<file path="config.mk">
export PLATFORM = sky130hd
export DESIGN_NAME = adc_conversion_control
export DESIGN_NICKNAME = d
export VERILOG_FILES = /design/src/pkg/adc_ctrl_pkg.sv /design/src/design/adc_conversion_control.sv /design/src/design/result_store.sv
export SDC_FILE = /design/constraint.sdc
export NUM_CORES = 1
export LEC_CHECK = 0
export BUFFER_PORTS_ARGS = -buffer_cell sky130_fd_sc_hd__buf_2
export CORE_AREA = 4 4 91 93
export CTS_BUF_LIST = sky130_fd_sc_hd__clkbuf_8
export DETAILED_ROUTE_END_ITERATION = 10
export DIE_AREA = 0 0 95 97
export GPL_TIMING_DRIVEN = 0
export PLACE_DENSITY_LB_ADDON = 0.3
export SLEW_MARGIN = 20
export SYNTH_ARGS = -nofsm -noshare
export SYNTH_HDL_FRONTEND = slang
export SYNTH_SLANG_ARGS = --single-unit
export TNS_END_PERCENT = 5
</file>
<file path="constraint.sdc">
create_clock -name clk -period 3.31 [get_ports clk]
set_input_delay 0.993 -clock clk [delete_from_list [all_inputs] [get_ports clk]]
set_output_delay 0.993 -clock clk [all_outputs]
set_load 0.01 [all_outputs]
</file>
<file path="src/pkg/adc_ctrl_pkg.sv">
// Constants and types shared by the converter control block.
package adc_ctrl_pkg;

   // ---------------------------------------------------------------------
   // Register map
   // ---------------------------------------------------------------------
   localparam int ADDR_W = 32;
   localparam logic [31:0] CTRL_ADDR = 32'h5000_1500;
   localparam logic [31:0] CLEAR_ADDR = 32'h5000_1508;
   localparam logic [31:0] RESULT_ADDR = 32'h5000_150A;
   localparam logic [15:0] CTRL_RESET = 16'h0000;
   localparam logic [15:0] CTRL_WR_MASK = 16'hFFEB;

   // ---------------------------------------------------------------------
   // Control fields
   // ---------------------------------------------------------------------
   localparam int BIT_LDO_ZERO = 15;
   localparam int BIT_LDO_EN = 14;
   localparam int BIT_CHOP = 13;
   localparam int BIT_MUTE = 12;
   localparam int BIT_SE = 11;
   localparam int BIT_SIGN = 10;
   localparam int SEL_HI = 9;
   localparam int SEL_LO = 6;
   localparam int BIT_UNMASK = 5;
   localparam int BIT_DONE = 4;
   localparam int BIT_CLKSEL = 3;
   localparam int BIT_START = 1;
   localparam int BIT_EN = 0;

   localparam int RES_W = 10;
   localparam logic [RES_W-1:0] MIDSCALE = 10'h200;

   // Source codes toward the analog multiplexer.
   localparam logic [3:0] SRC_RAIL_LAST = 4'h9;
   localparam logic [3:0] DIFF_PAIR01 = 4'h0;
   localparam logic [3:0] DIFF_PAIR23 = 4'h1;

   // ---------------------------------------------------------------------
   // Timing
   // ---------------------------------------------------------------------
   localparam int CLK_MHZ = 125;
   localparam int CONV_TIME_NS = 1000;
   localparam int CONV_CYC = (CONV_TIME_NS * CLK_MHZ + 999) / 1000;
   localparam int CNT_W = 8;

   typedef enum logic [2:0] {
      ST_IDLE, ST_SAMPLE1, ST_WAIT1, ST_SAMPLE2, ST_WAIT2
   } conv_state_e;

endpackage

</file>
<file path="src/design/adc_conversion_control.sv">
// Register file and sequencer that drive the analog converter core.
//
// Our own choice: the strobed register port.
`timescale 1ns/1ps
module adc_conversion_control
   import adc_ctrl_pkg::*;
(
   // Clock and reset
   input wire logic clk,
   input wire logic nrst,
   // Register port
   input wire logic [ADDR_W-1:0] addr,
   input wire logic [15:0] wdata,
   input wire logic wr,
   input wire logic rd,
   output logic [15:0] rdata,
   // Analog core control
   output logic regulator_enable,
   output logic regulator_force_zero,
   output logic converter_enable,
   output logic converter_reset,
   output logic converter_clock_select,
   output logic single_ended_select,
   output logic midscale_mute,
   output logic [3:0] mux_source,
   output logic mux_valid,
   output logic input_sign_invert,
   output logic sample_start,
   // Analog core answer
   input wire logic sample_ready,
   input wire logic [RES_W-1:0] sample_data,
   // Interrupt toward interrupt_controller_unit
   output logic conversion_irq
);

   // ---------------------------------------------------------------------
   // Decoding
   // ---------------------------------------------------------------------
   function automatic logic hit(input logic [ADDR_W-1:0] a,
                                input logic [31:0] base);
      hit = (a == base);
   endfunction

   logic wr_ctrl;
   logic wr_clear;
   assign wr_ctrl = wr && hit(addr, CTRL_ADDR);
   assign wr_clear = wr && hit(addr, CLEAR_ADDR);

   // ---------------------------------------------------------------------
   // Control register
   // ---------------------------------------------------------------------
   logic [15:0] ctrl_reg;
   logic start_reg;
   logic done_reg;
   logic complete;
   conv_state_e state_reg;
   conv_state_e state_next;

   // The done bit is not stored here and bit 2 stays zero; bit 1 is stored but reads back as start_reg.
   always_ff @(posedge clk) begin
      if (!nrst) begin
         ctrl_reg <= CTRL_RESET;
      end else if (wr_ctrl) begin
         ctrl_reg <= wdata & CTRL_WR_MASK;
      end
   end

   logic en;
   assign en = ctrl_reg[BIT_EN];

   // A start written with the enable bit clear is dropped, the core is held in reset.
   always_ff @(posedge clk) begin
      if (!nrst) begin
         start_reg <= 1'b0;
      end else if (wr_ctrl ? !wdata[BIT_EN] : !en) begin
         start_reg <= 1'b0;
      end else if (complete) begin
         start_reg <= 1'b0;
      end else if (wr_ctrl && wdata[BIT_START]) begin
         start_reg <= 1'b1;
      end
   end

   // Completion wins over a clear written in the same cycle.
   always_ff @(posedge clk) begin
      if (!nrst) begin
         done_reg <= 1'b0;
      end else if (complete) begin
         done_reg <= 1'b1;
      end else if (wr_clear) begin
         done_reg <= 1'b0;
      end
   end

   assign conversion_irq = done_reg && ctrl_reg[BIT_UNMASK];

   // ---------------------------------------------------------------------
   // Conversion sequencer
   // ---------------------------------------------------------------------
   logic chop;
   logic second;
   logic [CNT_W-1:0] cnt_reg;
   logic [RES_W:0] acc_reg;
   logic [RES_W-1:0] final_value;
   logic [RES_W-1:0] adj_sample;

   assign chop = ctrl_reg[BIT_CHOP];
   assign second = (state_reg == ST_SAMPLE2) || (state_reg == ST_WAIT2);

   always_comb begin
      state_next = state_reg;
      case (state_reg)
         ST_IDLE: begin
            if (start_reg && en) begin
               state_next = ST_SAMPLE1;
            end
         end
         ST_SAMPLE1: begin
            state_next = ST_WAIT1;
         end
         ST_WAIT1: begin
            if (sample_ready) begin
               state_next = chop ? ST_SAMPLE2 : ST_IDLE;
            end
         end
         ST_SAMPLE2: begin
            state_next = ST_WAIT2;
         end
         ST_WAIT2: begin
            if (sample_ready) begin
               state_next = ST_IDLE;
            end
         end
         default: begin
            state_next = ST_IDLE;
         end
      endcase
   end

   always_ff @(posedge clk) begin
      if (!nrst || !en) begin
         state_reg <= ST_IDLE;
      end else begin
         state_reg <= state_next;
      end
   end

   // Count loaded with CONV_CYC on entry to each sample state; the sequencer does not wait on it.
   always_ff @(posedge clk) begin
      if (!nrst) begin
         cnt_reg <= '0;
      end else if (state_next == ST_SAMPLE1 || state_next == ST_SAMPLE2) begin
         cnt_reg <= CNT_W'(CONV_CYC);
      end else if (cnt_reg != '0) begin
         cnt_reg <= cnt_reg - 1'b1;
      end
   end

   assign sample_start = (state_reg == ST_SAMPLE1)
                         || (state_reg == ST_SAMPLE2);

   // The sign at the core output is undone here so both halves agree.
   logic cur_sign;
   assign cur_sign = ctrl_reg[BIT_SIGN] ^ second;
   assign adj_sample = cur_sign ? ~sample_data : sample_data;

   always_ff @(posedge clk) begin
      if (!nrst) begin
         acc_reg <= '0;
      end else if (state_reg == ST_WAIT1 && sample_ready) begin
         acc_reg <= {1'b0, adj_sample};
      end
   end

   // Averaging two halves trades one LSB of headroom for offset removal.
   logic [RES_W:0] sum;
   assign sum = acc_reg + {1'b0, adj_sample};
   assign final_value = (state_reg == ST_WAIT2) ? sum[RES_W:1]
                                                : adj_sample;

   assign complete = sample_ready && ((state_reg == ST_WAIT1 && !chop)
                     || state_reg == ST_WAIT2);

   logic [RES_W-1:0] result;
   result_store u_result (
      .clk(clk),
      .nrst(nrst),
      .wr_en(complete),
      .wr_data(final_value),
      .rd_data(result)
   );

   // ---------------------------------------------------------------------
   // Analog controls
   // ---------------------------------------------------------------------
   assign regulator_enable = ctrl_reg[BIT_LDO_EN];
   assign regulator_force_zero = ctrl_reg[BIT_LDO_ZERO];
   assign converter_enable = en;
   assign converter_reset = !en;
   assign converter_clock_select = ctrl_reg[BIT_CLKSEL];
   assign single_ended_select = ctrl_reg[BIT_SE];
   assign midscale_mute = ctrl_reg[BIT_MUTE];
   assign input_sign_invert = cur_sign;

   // Software must hold the select stable before start; it is not latched.
   logic [3:0] sel;
   assign sel = ctrl_reg[SEL_HI:SEL_LO];
   always_comb begin
      if (ctrl_reg[BIT_SE]) begin
         mux_source = sel;
         mux_valid = (sel <= SRC_RAIL_LAST);
      end else begin
         mux_source = (sel == 4'h0) ? DIFF_PAIR01 : DIFF_PAIR23;
         mux_valid = 1'b1;
      end
   end

   // ---------------------------------------------------------------------
   // Read port
   // ---------------------------------------------------------------------
   logic [15:0] ctrl_view;
   always_comb begin
      ctrl_view = ctrl_reg;
      ctrl_view[BIT_DONE] = done_reg;
      ctrl_view[BIT_START] = start_reg;
   end

   always_ff @(posedge clk) begin
      if (!nrst) begin
         rdata <= 16'h0000;
      end else if (rd && hit(addr, CTRL_ADDR)) begin
         rdata <= ctrl_view;
      end else if (rd && hit(addr, RESULT_ADDR)) begin
         rdata <= {6'h00, result};
      end else begin
         rdata <= 16'h0000;
      end
   end

endmodule

</file>
<file path="src/design/result_store.sv">
// Result holding register for the last conversion value.
`timescale 1ns/1ps
module result_store
   import adc_ctrl_pkg::*;
(
   // Clock and reset
   input wire logic clk,
   input wire logic nrst,
   // Write side
   input wire logic wr_en,
   input wire logic [RES_W-1:0] wr_data,
   // Read side
   output logic [RES_W-1:0] rd_data
);

   always_ff @(posedge clk) begin
      if (!nrst) begin
         rd_data <= '0;
      end else if (wr_en) begin
         rd_data <= wr_data;
      end
   end

endmodule

</file>
Word-level counts from Yosys, hierarchy flattened
Index checks and enable logic that the tools add are counted.

cells by class
  add/subtract/negate cells = 1
  $lt $le $gt $ge = 1
  eq/ne operators = 10
  mux-type cells = 15
  bitwise logic cells = 4
  reductions and logical operators = 24

operators with widths
  cell                                                    count
  equality test 32 x 31 -> 1 bit (second input constant)  3
  2-to-1 mux 10 bit                                       3
  2-to-1 mux 16 bit                                       1
  case mux 3 bit (5 select lines)                         1
  adder 10 x 10 -> 11 bit                                 1
  logical AND 1 bit                                       10
  NOT 10 bit                                              1
  2-to-1 mux 3 bit                                        3
  equality test 3 x 2 -> 1 bit (second input constant)    2
  inequality test 2 bit (second input constant)           3
  OR reduction 3 bit                                      2
  2-to-1 mux 1 bit                                        5
  <= comparator 4 bit (second input constant)             1
  logical NOT 1 bit                                       4
  logical NOT 4 bit                                       1
  logical OR 1 bit                                        4
  2-to-1 mux 4 bit                                        1
  equality test 3 x 1 -> 1 bit (second input constant)    1
  equality test 3 bit (second input constant)             1
  logical NOT 3 bit                                       1
  AND reduction 3 bit                                     1
  2-to-1 mux 2 bit                                        1
  NOT 1 bit                                               2
  nonzero test 2 bit                                      1
  XOR 1 bit                                               1

storage, ports and cells
  register bits after elaboration = 55
  bits of input ports = 63
  output and inout bits = 31
  logic and storage cells = 63

Longest topological paths before layout
Gate-level depths: netlist of the first run.

  word-level depth = 6
  gate-level depth with buffers = 12
  depth with buffers taken out = 11

Modules after synthesis
Synthesis of the first run repeated with hierarchy kept, for this count alone.

unflattened totals
  cell total of the unflattened synthesis = 312
  area total of the unflattened synthesis = 2835.2 µm²

by module, submodules not included
  module                  instances  cells an instance  area an instance (µm²)  seq. area each (µm²)
  adc_conversion_control  1          281                2461.1                  880.8
  result_store            1          31                 374.1                   200.2

Worst setup path before layout of the first run
No wires, ideal clock.

  kind = in2reg
  start point = input port sample_data[0]
  end point = register u_result.rd_data[7]
  setup time = 79 ps
  data arrival time = 2947 ps
  required time = 3231 ps
  setup slack = 284 ps
  cell stages on the path = 9
  path buffers = 0
  cells stage by stage = xnor2_1 > xnor2_1 > nor2b_1 > fa_1 > a21oi_1 > nor2_1 > o311a_1 > or3_1 > o211ai_1

on the way
  word-level cells in the longest chain between the ends = 4

ends and longest elaborated chain
  item                       line                           source
  start: declaration         adc_conversion_control.sv:31   input wire logic [RES_W-1:0] sample_data,
  NOT 10 bit                 adc_conversion_control.sv:165  assign adj_sample = cur_sign ? ~sample_data : sample_data;
  2-to-1 mux 10 bit *        adc_conversion_control.sv:165
  adder 10 x 10 -> 11 bit *  adc_conversion_control.sv:177  assign sum = acc_reg + {1'b0, adj_sample};
  2-to-1 mux 10 bit *        adc_conversion_control.sv:178  assign final_value = (state_reg == ST_WAIT2) ? sum[RES_W:1]
  end signal: assignment     result_store.sv:20             rd_data <= wr_data;
  end: declaration           result_store.sv:13             output logic [RES_W-1:0] rd_data

Every way passes the cells marked *; elsewhere a longest branch is shown, timed or not.
A chain may end at the register's enable or synchronous reset.

Final worst setup path of the first run
  start point = register state_reg[0]
  end point = register u_result.rd_data[7]

on the way
  word-level cells in the longest chain between the ends = 6
  elaborated cells on any way between the ends = 11
  classes of those cells = add/sub (1); eq/ne (3); mux (2); bitwise (1); reduce/logical (4)

ends and longest elaborated chain
  item                                                                        line                           source
  start: declaration                                                          adc_conversion_control.sv:56   conv_state_e state_reg;
  start signal: assignment                                                    adc_conversion_control.sv:144  state_reg <= state_next;
  equality test 3 x 2 -> 1 bit / equality test 3 bit (equally long branches)  adc_conversion_control.sv:108  assign second = (state_reg == ST_SAMPLE2) || (state_reg == ST_WAIT2);
  logical OR 1 bit *                                                          adc_conversion_control.sv:108
  XOR 1 bit *                                                                 adc_conversion_control.sv:164  assign cur_sign = ctrl_reg[BIT_SIGN] ^ second;
  2-to-1 mux 10 bit *                                                         adc_conversion_control.sv:165
  named net adj_sample[1]                                                     adc_conversion_control.sv:105  logic [RES_W-1:0] adj_sample;
  adder 10 x 10 -> 11 bit *                                                   adc_conversion_control.sv:177
  2-to-1 mux 10 bit *                                                         adc_conversion_control.sv:178

Mark *: on every way through the listed nets, which the timed path passes. The rest lies on a longest branch.

==> results.py, run 1 <==
metrics = {
    "yosys": {
        "synth_area_mm2": 0.00291,
        "synth_edf_count": 0,
        "ys_ff_latch": 54,
        "synth_nets": 387,
        "ys.flop_type": "dfxtp_1",
        "yosys_warnings": 0,
        "synth_compound_area_share_pct": 18.0,
        "synth_simple_gate_area_share_pct": 22.4,
        "yosysSeqAreaShare_pct": 37.1,
        "synth_top_family_by_area": "simple AND/OR/NAND/NOR gates",
        "synthMuxAreaShare_pct": 5.84,
        "avgSynthCellArea_um2": 9.28,
        "synth_xor_area_share_pct": 8.54,
        "ys_types": 63,
        "synthAdderAreaFrac_pct": 4.55,
        "synthCells": 314,
        "async_flop_share_pct": 0,
    },
    "clocking": {
        "clockRootBuffer": "clkbuf_8",
        "ctsLongestPathBuffers": 2,
        "clk-insertion-delay-late_ns": 0.31,
        "cts_tree": "yes",
        "htreeDepth": 2,
        "cts_inserted_buffers": 5,
        "clk_pin_slew_ns": 0.10,
        "cts.sinks": 54,
    },
    "job": {
        "drv_cap": 0,
    },
    "layout": {
        "drive_above_1_share_pct": 30.4,
        "final_nets": 494,
        "n_antenna_cell": 0,
        "largest_register_ffs": 16,
        "ff_latch_area_mm2": 0.00108,
        "syn2layout_area_growth_pct": 25.4,
        "fillers": 736,
        "multi_input_area_mm2": 0.00173,
    },
    "route": {
        "wirelength_mm": 7.93,
        "via_per_inst": 5.16,
        "dr_total_vias": 2699,
        "antenna_left": 0,
        "post_drt_wl_per_cell_um": 15.2,
        "firstDrtPassIters": 4,
        "drt_iter0_markers": 112,
        "drc": 0,
    },
    "hold_path": {
        "min_path_type": "reg -> reg",
    },
    "timing": {
        "final-hold-violation-count": 0,
        "max_freq_ghz": 0.320,
        "layout_min_cycle_time_ns": 3.13,
        "tightest_slew_ns": 0.768,
        "max-slew-margin-rel_pct": 48.3,
        "fin_skew_ns": 0.00524,
        "period_share_pct": 94.5,
        "tns_ns": 0,
        "setup_violations": 0,
        "drv_slew": 0,
    },
    "placement": {
        "hpwl_mm": 6.21,
        "port_buffers": 90,
        "gp_congestion": 0.889,
    },
    "grt": {
        "track_usage_pct": 17.0,
        "grt_pass1_wl_mm": 12.5,
        "grt_remaining_overflow": 0,
        "antenna_found_initial": 0,
        "grt_pass1_vias": 2565,
        "grt_max_degree": 17,
    },
    "pwr": {
        "power_w": 0.00111,
        "leakage_nw": 1.66,
        "power_frac_comb_pct": 8.8,
        "pwr-share-seq_pct": 58.4,
        "p_per_area_mw_per_mm2": 304,
        "internal_power_w": 0.000841,
        "vdd_drop_max_mv": 0.132,
        "p_clk_share_pct": 32.8,
        "p_sw_share_pct": 24.3,
        "switching_power_w": 0.000270,
    },
    "setup_path": {
        "start_kind": "register",
        "cp_slowest_cell": "fa_1",
        "critPathMaxStageDelay_ns": 0.45,
        "path_cells": "buf_2, nor3b_4, nor2_4, xnor2_4, xnor2_1, inv_2, fa_1, a21oi_2, nor2_1, o311a_1, or3_1, o211ai_1",
        "path_class": "reg -> reg",
        "cp_data_arrival_time_ns": 3.36,
        "critical_path_peak_fanout": 10,
        "endpoint_kind": "register",
        "crit_required_ns": 3.55,
    },
    "status": {
        "status": "complete, no violations",
    },
    "floorplanning": {
        "dieWidth_um": 95,
        "io_pins": 94,
        "dieArea_mm2": 0.00922,
        "die_height_um": 97,
        "initial_core_util_pct": 38.7,
        "rows": 32,
        "core_mm2": 0.00753,
    },
}
-- routing by layer --
metal	up-vias	global-route usage [%]	wire, um
li1	1367	-	-
met1	1225	21.7	3460
met2	96	28.6	3750
met3	11	3.34	603
met4	0	4.88	123
met5	-	0	0
-- cells in the final DEF (no fill, tap or decap), types with 8 or more instances in the layout --
cell type	n
nor2_1	40
a22oi_1	9
mux2i_1	17
dfxtp_1	54
buf_4	11
and2_1	10
a211oi_1	8
xnor2_1	11
ha_1	9
clkbuf_1	8
buf_2	94
inv_1	10
a21oi_1	13
nand2_1	9
-- through the flow --
step	util (%)	area [um^2]	worst slack [ns]	instances	hold WS (ns)
after detailed placement	46.4	3490	-0.0790	506	0.444
final	48.6	3650	0.182	523	0.459
after global placement	46.4	3490	-0.0483	506	0.439
after CTS	47.5	3580	0.0307	513	0.457
after global routing	48.6	3650	-0.00772	523	0.484
after floorplan	-	2910	0.284	314	0.432
-- synthesized netlist by cell type, types with 6 or more instances --
cell type / count / share of area (%)
a211oi_1: 8 / 2.1
clkbuf_1: 8 / 1.0
a22oi_1: 9 / 2.3
nor3_1: 6 / 1.0
a21oi_1: 14 / 2.4
ha_1: 9 / 3.9
inv_1: 10 / 1.3
dfxtp_1: 54 / 37
nor2_1: 40 / 5.2
and2_1: 10 / 2.1
xnor2_1: 11 / 3.3
nand2_1: 9 / 1.2
mux2i_1: 17 / 5.8
o21ai_0: 6 / 1.0
-- power by group through the flow --
stage / clock [W] / combinational, W / sequential, W
final: 0.000364 / 0.0000973 / 0.000649
after global routing: 0.000393 / 0.000107 / 0.000649
after CTS: 0.000371 / 0.0000973 / 0.000649
after detailed placement: 0 / 0.0000963 / 0.000664
after global placement: 0 / 0.0000961 / 0.000664
after floorplan: 0 / 0.0000442 / 0.000664
-- path summary, 6_finish.rpt --
check | from | endpoint | slack [ns] | cells past startpoint
min reg2reg | u_result.rd_data[1] | u_result.rd_data[1] | 0.46 | 2
min | u_result.rd_data[1] | u_result.rd_data[1] | 0.46 | 2
max | state_reg[0] | u_result.rd_data[7] | 0.18 | 12
max reg2reg | state_reg[0] | u_result.rd_data[7] | 0.18 | 12
-- critical path, delay by kind of cell (launching register included) --
family | cells | cell delay, ns
simple gates | 4 | 0.94
compound gates | 3 | 0.64
xor+xnor | 2 | 0.45
fa+ha+maj | 1 | 0.45
flops | 1 | 0.31
buf+inv | 2 | 0.27
-- kinds of logic after synthesis --
family / after synthesis
AO/OA/AOI/OAI: 74
AND/OR/NAND/NOR: 114
adder cells (fa/ha/maj): 10
multiplexers: 17
buffers and inverters: 25
flip-flops: 54
XOR/XNOR: 20
-- layout make-up --
| cell class | count | area share [%] |
|---|---|---|
| Clock inverter | 2 | 0.411 |
| Inverter | 12 | 1.23 |
| Multi-Input combinational cell | 235 | 47.4 |
| Timing Repair Buffer | 100 | 14.4 |
| Tap cell | 102 | 3.49 |
| Sequential cell | 54 | 29.6 |
| Buffer | 13 | 1.57 |
| Clock buffer | 5 | 1.88 |
-- timing repair --
action,CTS,global route
resized for setup,0,1
setup endpoints to repair,0,2
setup buffers,0,10
hold buffers,0,0
(Power assumes the default switching activity.)
==> run 2, diff against run 1 <==
--- a/config.mk
+++ b/config.mk
@@ -6,10 +6,10 @@
 export NUM_CORES = 1
 export LEC_CHECK = 0
 export BUFFER_PORTS_ARGS = -buffer_cell sky130_fd_sc_hd__buf_2
-export CORE_AREA = 4 4 91 93
+export CORE_AREA = 4 4 82 103
 export CTS_BUF_LIST = sky130_fd_sc_hd__clkbuf_8
 export DETAILED_ROUTE_END_ITERATION = 10
-export DIE_AREA = 0 0 95 97
+export DIE_AREA = 0 0 86 107
 export GPL_TIMING_DRIVEN = 0
 export PLACE_DENSITY_LB_ADDON = 0.3
 export SLEW_MARGIN = 20
==> results.py, run 2 (synthesis gave the netlist of run 1 again) <==
metrics = {
    "setup_path": {
        "critical_path_peak_fanout": 3,
        "path_class": "in -> reg",
        "start_kind": "primary input",
        "r2r-start": "state_reg[2]",
        "rr_worst_depth": 12,
        "endpoint_kind": "register",
        "crit_start": "sample_data[0]",
        "crit_required_ns": 3.55,
        "r2r-end": "u_result.rd_data[7]",
        "reg2reg_setup_slack_ns": 0.22,
        "cp_data_arrival_time_ns": 3.38,
    },
    "floorplanning": {
        "initial_core_util_pct": 39.4,
        "dieArea_mm2": 0.00920,
        "dieWidth_um": 86,
        "die_height_um": 107,
        "core_mm2": 0.00740,
        "rows": 35,
        "io_pins": 94,
    },
    "route": {
        "firstDrtPassIters": 4,
        "drc": 0,
        "dr_total_vias": 2675,
        "post_drt_wl_per_cell_um": 15.8,
        "antenna_left": 0,
        "wirelength_mm": 8.00,
        "drt_iter0_markers": 123,
        "via_per_inst": 5.28,
    },
    "placement": {
        "port_buffers": 90,
        "gp_congestion": 0.853,
        "hpwl_mm": 6.26,
        "dp_cells": 496,
    },
    "pwr": {
        "leakage_nw": 1.65,
        "p_per_area_mw_per_mm2": 335,
        "power_w": 0.00122,
        "vdd_drop_max_mv": 0.273,
    },
    "timing": {
        "period_share_pct": 95.0,
        "tightest_slew_ns": 0.781,
        "layout_min_cycle_time_ns": 3.14,
        "final-hold-violation-count": 0,
        "setup_violations": 0,
        "max-slew-margin-rel_pct": 47.6,
        "drv_slew": 0,
        "fin_skew_ns": 0.0122,
        "max_freq_ghz": 0.318,
        "rsz0062_at_grt": "no",
    },
    "clocking": {
        "ctsHoldBuffers": 0,
        "ctsLongestPathBuffers": 2,
        "cts_setup_buffers": 0,
        "htreeDepth": 2,
        "clk_pin_slew_ns": 0.10,
        "clk-insertion-delay-late_ns": 0.32,
        "cts_inserted_buffers": 5,
        "cts_tree": "yes",
        "clockRootBuffer": "clkbuf_8",
        "cts_resized": 0,
        "cts.sinks": 54,
    },
    "layout": {
        "layout_common_cells": "94 x buf_2, 54 x dfxtp_1, 40 x nor2_1",
        "final_common_cell": "buf_2",
        "finalNonFillerCells": 507,
        "largest_register_ffs": 16,
        "drive_above_1_share_pct": 29.4,
        "syn2layout_area_growth_pct": 24.4,
        "final_nets": 487,
        "n_antenna_cell": 0,
    },
    "status": {
        "status": "complete, no violations",
    },
    "hold_path": {
        "holdPathStages": 2,
        "min_path_type": "reg -> reg",
        "hold-path-endpoint": "u_result.rd_data[1]",
        "holdCritStartpoint": "u_result.rd_data[1]",
    },
    "grt": {
        "grt_max_degree": 19,
        "grt_pass1_vias": 2449,
        "antenna_found_initial": 0,
        "track_usage_pct": 16.7,
        "grt_remaining_overflow": 0,
        "grt_pass1_wl_mm": 12.3,
    },
    "job": {
        "drv_cap": 0,
    },
}
-- run 2: final cells by class --
| class | count | area, um^2 |
|---|---|---|
| fill | 708 | 3780 |
| tap | 92 | 115 |
| clock buffer | 5 | 68.8 |
| sequential | 54 | 1080 |
| timing repair buffer | 93 | 473 |
| multi-input combinational | 235 | 1740 |
| buffer | 13 | 57.6 |
| clock inverter | 3 | 47.5 |
| inverter | 12 | 45.0 |
-- run 2: power breakdown --
part / total, W / leakage [nW] / switching [W] / internal (W)
Clock: 0.000470 / 0.0587 / 0.000240 / 0.000230
Sequential: 0.000649 / 0.435 / 0.0000000000000340 / 0.000649
Combinational: 0.0000958 / 1.15 / 0.0000489 / 0.0000469
Total: 0.00122 / 1.65 / 0.000289 / 0.000926
-- run 2: stage by stage --
step	utilization (%)	TNS (ns)	hold WS [ns]	area, um^2	setup WS, ns
2_1_floorplan	-	0	0.432	2910	0.284
3_3_place_gp	47.0	-0.0758	0.444	3480	-0.0758
3_5_place_dp	47.0	-0.163	0.457	3480	-0.119
4_1_cts	48.6	0	0.471	3600	0.0285
5_1_grt	49.0	0	0.499	3620	0.00196
6_report	49.0	0	0.466	3620	0.166
-- run 2: metal layers --
metal	track usage (%)	routed length, um	up-vias
met5	0	0	-
met4	4.07	51	0
met3	2.92	448	6
met2	29.1	4140	72
met1	21.1	3370	1244
li1	-	-	1353
-- run 2: how the worst max path moves through the flow --
stage | to | slack, ns | cells after the start
6_report | u_result.rd_data[7] | 0.17 | 10
5_1_grt | u_result.rd_data[7] | 0.002 | 12
4_1_cts | u_result.rd_data[7] | 0.03 | 12
3_5_place_dp | u_result.rd_data[7] | -0.12 | 10
3_3_place_gp | u_result.rd_data[7] | -0.08 | 10
2_1_floorplan | u_result.rd_data[7] | 0.28 | 9
-- run 2: worst max-delay path, stage by stage --
cell,delay (ns)
buf_2,0.10
xnor2_1,0.34
xnor2_1,0.26
nor2b_1,0.12
fa_1,0.42
a21oi_1,0.21
nor2_1,0.09
o311a_1,0.38
or3_1,0.38
o211ai_1,0.08
==> run 3, diff against run 2 <==
--- a/config.mk
+++ b/config.mk
@@ -6,14 +6,15 @@
 export NUM_CORES = 1
 export LEC_CHECK = 0
 export BUFFER_PORTS_ARGS = -buffer_cell sky130_fd_sc_hd__buf_2
-export CORE_AREA = 4 4 82 103
+export CORE_AREA = 4 4 81 102
 export CTS_BUF_LIST = sky130_fd_sc_hd__clkbuf_8
 export DETAILED_ROUTE_END_ITERATION = 10
-export DIE_AREA = 0 0 86 107
+export DIE_AREA = 0 0 85 106
 export GPL_TIMING_DRIVEN = 0
 export PLACE_DENSITY_LB_ADDON = 0.3
 export SLEW_MARGIN = 20
 export SYNTH_ARGS = -nofsm -noshare
 export SYNTH_HDL_FRONTEND = slang
+export SYNTH_HIERARCHICAL = 1
 export SYNTH_SLANG_ARGS = --single-unit
 export TNS_END_PERCENT = 5
==> constraint.sdc (replaced) <==
create_clock -name clk -period 3.31 [get_ports clk]
set_input_delay 0.993 -clock clk [delete_from_list [all_inputs] [get_ports clk]]
set_output_delay 0.993 -clock clk [all_outputs]
set_load 0.05 [all_outputs]
==> results.py, run 3 <==
metrics = {
    "clocking": {
        "clockRootBuffer": "clkbuf_8",
        "ctsHoldBuffers": 0,
        "cts_tree": "yes",
        "clk-insertion-delay-late_ns": 0.31,
        "htreeDepth": 2,
        "cts_inserted_buffers": 5,
        "ctsLongestPathBuffers": 2,
        "cts.sinks": 54,
        "clk_pin_slew_ns": 0.10,
    },
    "setup_path": {
        "rr_worst_depth": 16,
        "path_cells": "clkbuf_4, and3b_2, nor2_4, xnor2_2, buf_6, xor2_4, ha_1, nand4bb_1, a2bb2oi_1, o41ai_4, buf_4, a21oi_1, a31o_2, nor2_1, mux2i_1, nor2b_1",
        "reg2reg_setup_slack_ns": 0.13,
        "r2r-start": "state_reg[2]",
        "crit_end": "u_result/rd_data[4]",
        "crit_start": "state_reg[2]",
        "r2r-end": "u_result/rd_data[4]",
        "critPathMaxStageDelay_ns": 0.42,
        "path_class": "reg -> reg",
        "cp_slowest_cell": "o41ai_4",
        "cp_data_arrival_time_ns": 3.43,
        "crit_required_ns": 3.56,
        "endpoint_kind": "register",
        "critical_path_peak_fanout": 10,
        "start_kind": "register",
    },
    "status": {
        "status": "complete, no violations",
    },
    "timing": {
        "period_share_pct": 96.1,
        "setup_slack_ns": 0.129,
        "rsz0062_at_grt": "yes",
        "drv_slew": 0,
        "max-slew-margin-rel_pct": 63.7,
        "setup_violations": 0,
        "max_freq_ghz": 0.314,
        "fin_skew_ns": 0.00390,
        "tightest_slew_ns": 0.545,
        "layout_min_cycle_time_ns": 3.18,
        "final-hold-violation-count": 0,
    },
    "yosys": {
        "synth_top_area_share_pct": 38.1,
        "yosys_warnings": 6,
        "synthCells": 312,
        "synth_most_common_cell": "dfxtp_1",
        "yosysSeqAreaShare_pct": 38.1,
        "ys_top_cells_by_area": "dfxtp_1 38%, mux2i_1 8.8%, nor2_1 6.4%",
        "avgSynthCellArea_um2": 9.09,
        "ys_ff_latch": 54,
        "async_flop_share_pct": 0,
        "synth_edf_count": 0,
        "ys_types": 47,
        "synth_nets": 385,
        "ys.flop_type": "dfxtp_1",
        "synth_top_cell_by_area": "dfxtp_1",
        "yosys-top-cells-count": "54 x dfxtp_1, 48 x nor2_1, 25 x mux2i_1, 17 x a21oi_1, 13 x o21ai_0",
        "synth_area_mm2": 0.00284,
    },
    "floorplanning": {
        "dieWidth_um": 85,
        "dieArea_mm2": 0.00901,
        "rows": 35,
        "core_mm2": 0.00731,
        "die_height_um": 106,
        "io_pins": 94,
        "initial_core_util_pct": 38.8,
    },
    "layout": {
        "drive_above_1_share_pct": 32.7,
        "layout_common_cells": "95 x buf_2, 54 x dfxtp_1, 48 x nor2_1",
        "fin_area_mm2": 0.00368,
        "final_common_cell": "buf_2",
        "finalNonFillerCells": 511,
        "syn2layout_area_growth_pct": 29.7,
        "n_antenna_cell": 0,
        "final_nets": 491,
        "largest_register_ffs": 16,
    },
    "grt": {
        "antenna_found_initial": 0,
        "grt_remaining_overflow": 0,
        "grt_max_degree": 17,
        "grt_pass1_wl_mm": 11.3,
        "grt_pass1_vias": 2507,
        "track_usage_pct": 15.3,
    },
    "placement": {
        "postPlaceCellArea_mm2": 0.00341,
        "dp_cells": 495,
        "hpwl_mm": 5.49,
        "gp_congestion": 0.819,
        "preCtsSetupSlack_ns": -0.376,
        "port_buffers": 91,
    },
    "route": {
        "drt_iter0_markers": 86,
        "wirelength_mm": 7.15,
        "post_drt_wl_per_cell_um": 14.0,
        "via_per_inst": 5.01,
        "antenna_left": 0,
        "drc": 0,
        "dr_total_vias": 2558,
        "firstDrtPassIters": 4,
    },
    "pwr": {
        "leakage_nw": 1.57,
        "p_per_area_mw_per_mm2": 323,
        "vdd_drop_max_mv": 0.174,
    },
    "job": {
        "drv_cap": 0,
    },
    "hold_path": {
        "min_path_type": "reg -> reg",
    },
}
==> run 3: timing repair <==
item                                   4_1_cts  5_1_grt
buffers inserted                             5        3
pin swaps                                    1        4
setup endpoints to repair                    7        7
cloned                                       0        0
gates resized for setup                      2       14
endpoints found under the hold margin        0        0
==> run 3: cell type report <==
class / instances / area (um^2)
Buffer: 15 / 87.6
Tap cell: 92 / 115
Timing Repair Buffer: 99 / 519
Multi-Input combinational cell: 234 / 1730
Sequential cell: 54 / 1080
Fill cell: 701 / 3640
Inverter: 9 / 33.8
Clock buffer: 5 / 68.8
Clock inverter: 3 / 41.3
==> run 3: report_power, final <==
part / total, W / switching (W) / leakage [nW] / internal [W]
clock network: 0.000439 / 0.000217 / 0.0556 / 0.000223
registers: 0.000649 / 0.0000000000000318 / 0.435 / 0.000649
logic: 0.0000984 / 0.0000494 / 1.08 / 0.0000490
total: 0.00119 / 0.000266 / 1.57 / 0.000921
==> run 3: how the worst min path moves through the flow <==
stage / from / endpoint / slack (ns) / depth (start not counted)
floorplan: u_result/rd_data[2] / rdata[2] / 0.43 / 1
finish: u_result/rd_data[2] / rdata[2] / 0.46 / 1
global route: u_result/rd_data[2] / rdata[2] / 0.48 / 1
detailed placement: u_result/rd_data[2] / rdata[2] / 0.45 / 1
CTS: u_result/rd_data[2] / rdata[2] / 0.47 / 1
global placement: u_result/rd_data[2] / rdata[2] / 0.44 / 1
==> run 3: logic make-up (layout without fill, tap and decap cells) <==
kind of cell,after synthesis,count (layout),share of synthesized area (%)
simple gates,122,122,23.0
compound gates,62,62,14.7
flops,54,54,38.1
mux,25,25,8.83
buf+inv,24,131,4.10
xor+xnor,15,15,6.49
fa+ha+maj,10,10,4.68
==> run 3: critical path: cells and delay by family (launching register included) <==
| family | cells | cell delay (ns) |
|---|---|---|
| adders and majority gates | 1 | 0.30 |
| buffers and inverters | 3 | 0.54 |
| and+or+nand+nor | 5 | 0.66 |
| muxes | 1 | 0.08 |
| DFF | 1 | 0.32 |
| xor gates and xnor gates | 2 | 0.43 |
| AOI/OAI and AO/OA | 4 | 0.80 |
==> run 3: routing by layer <==
metal / global-route usage (%) / vias up / share of wire (%)
li1: - / 1313 / -
met1: 16.8 / 1142 / 40
met2: 28.2 / 95 / 50
met3: 3.64 / 8 / 8.1
met4: 5.09 / 0 / 1.6
met5: 0 / - / 0
==> run 3: per-stage QoR <==
| stage | setup TNS (ns) | hold WS, ns | power (W) | util (%) |
|---|---|---|---|---|
| after floorplan | 0 | 0.429 | 0.000704 | - |
| after global placement | -1.22 | 0.445 | 0.000755 | 46.6 |
| after detailed placement | -1.58 | 0.447 | 0.000756 | 46.6 |
| after CTS | 0 | 0.472 | 0.00119 | 48.8 |
| after global routing | -0.218 | 0.480 | 0.00124 | 50.3 |
| final | 0 | 0.461 | 0.00119 | 50.3 |
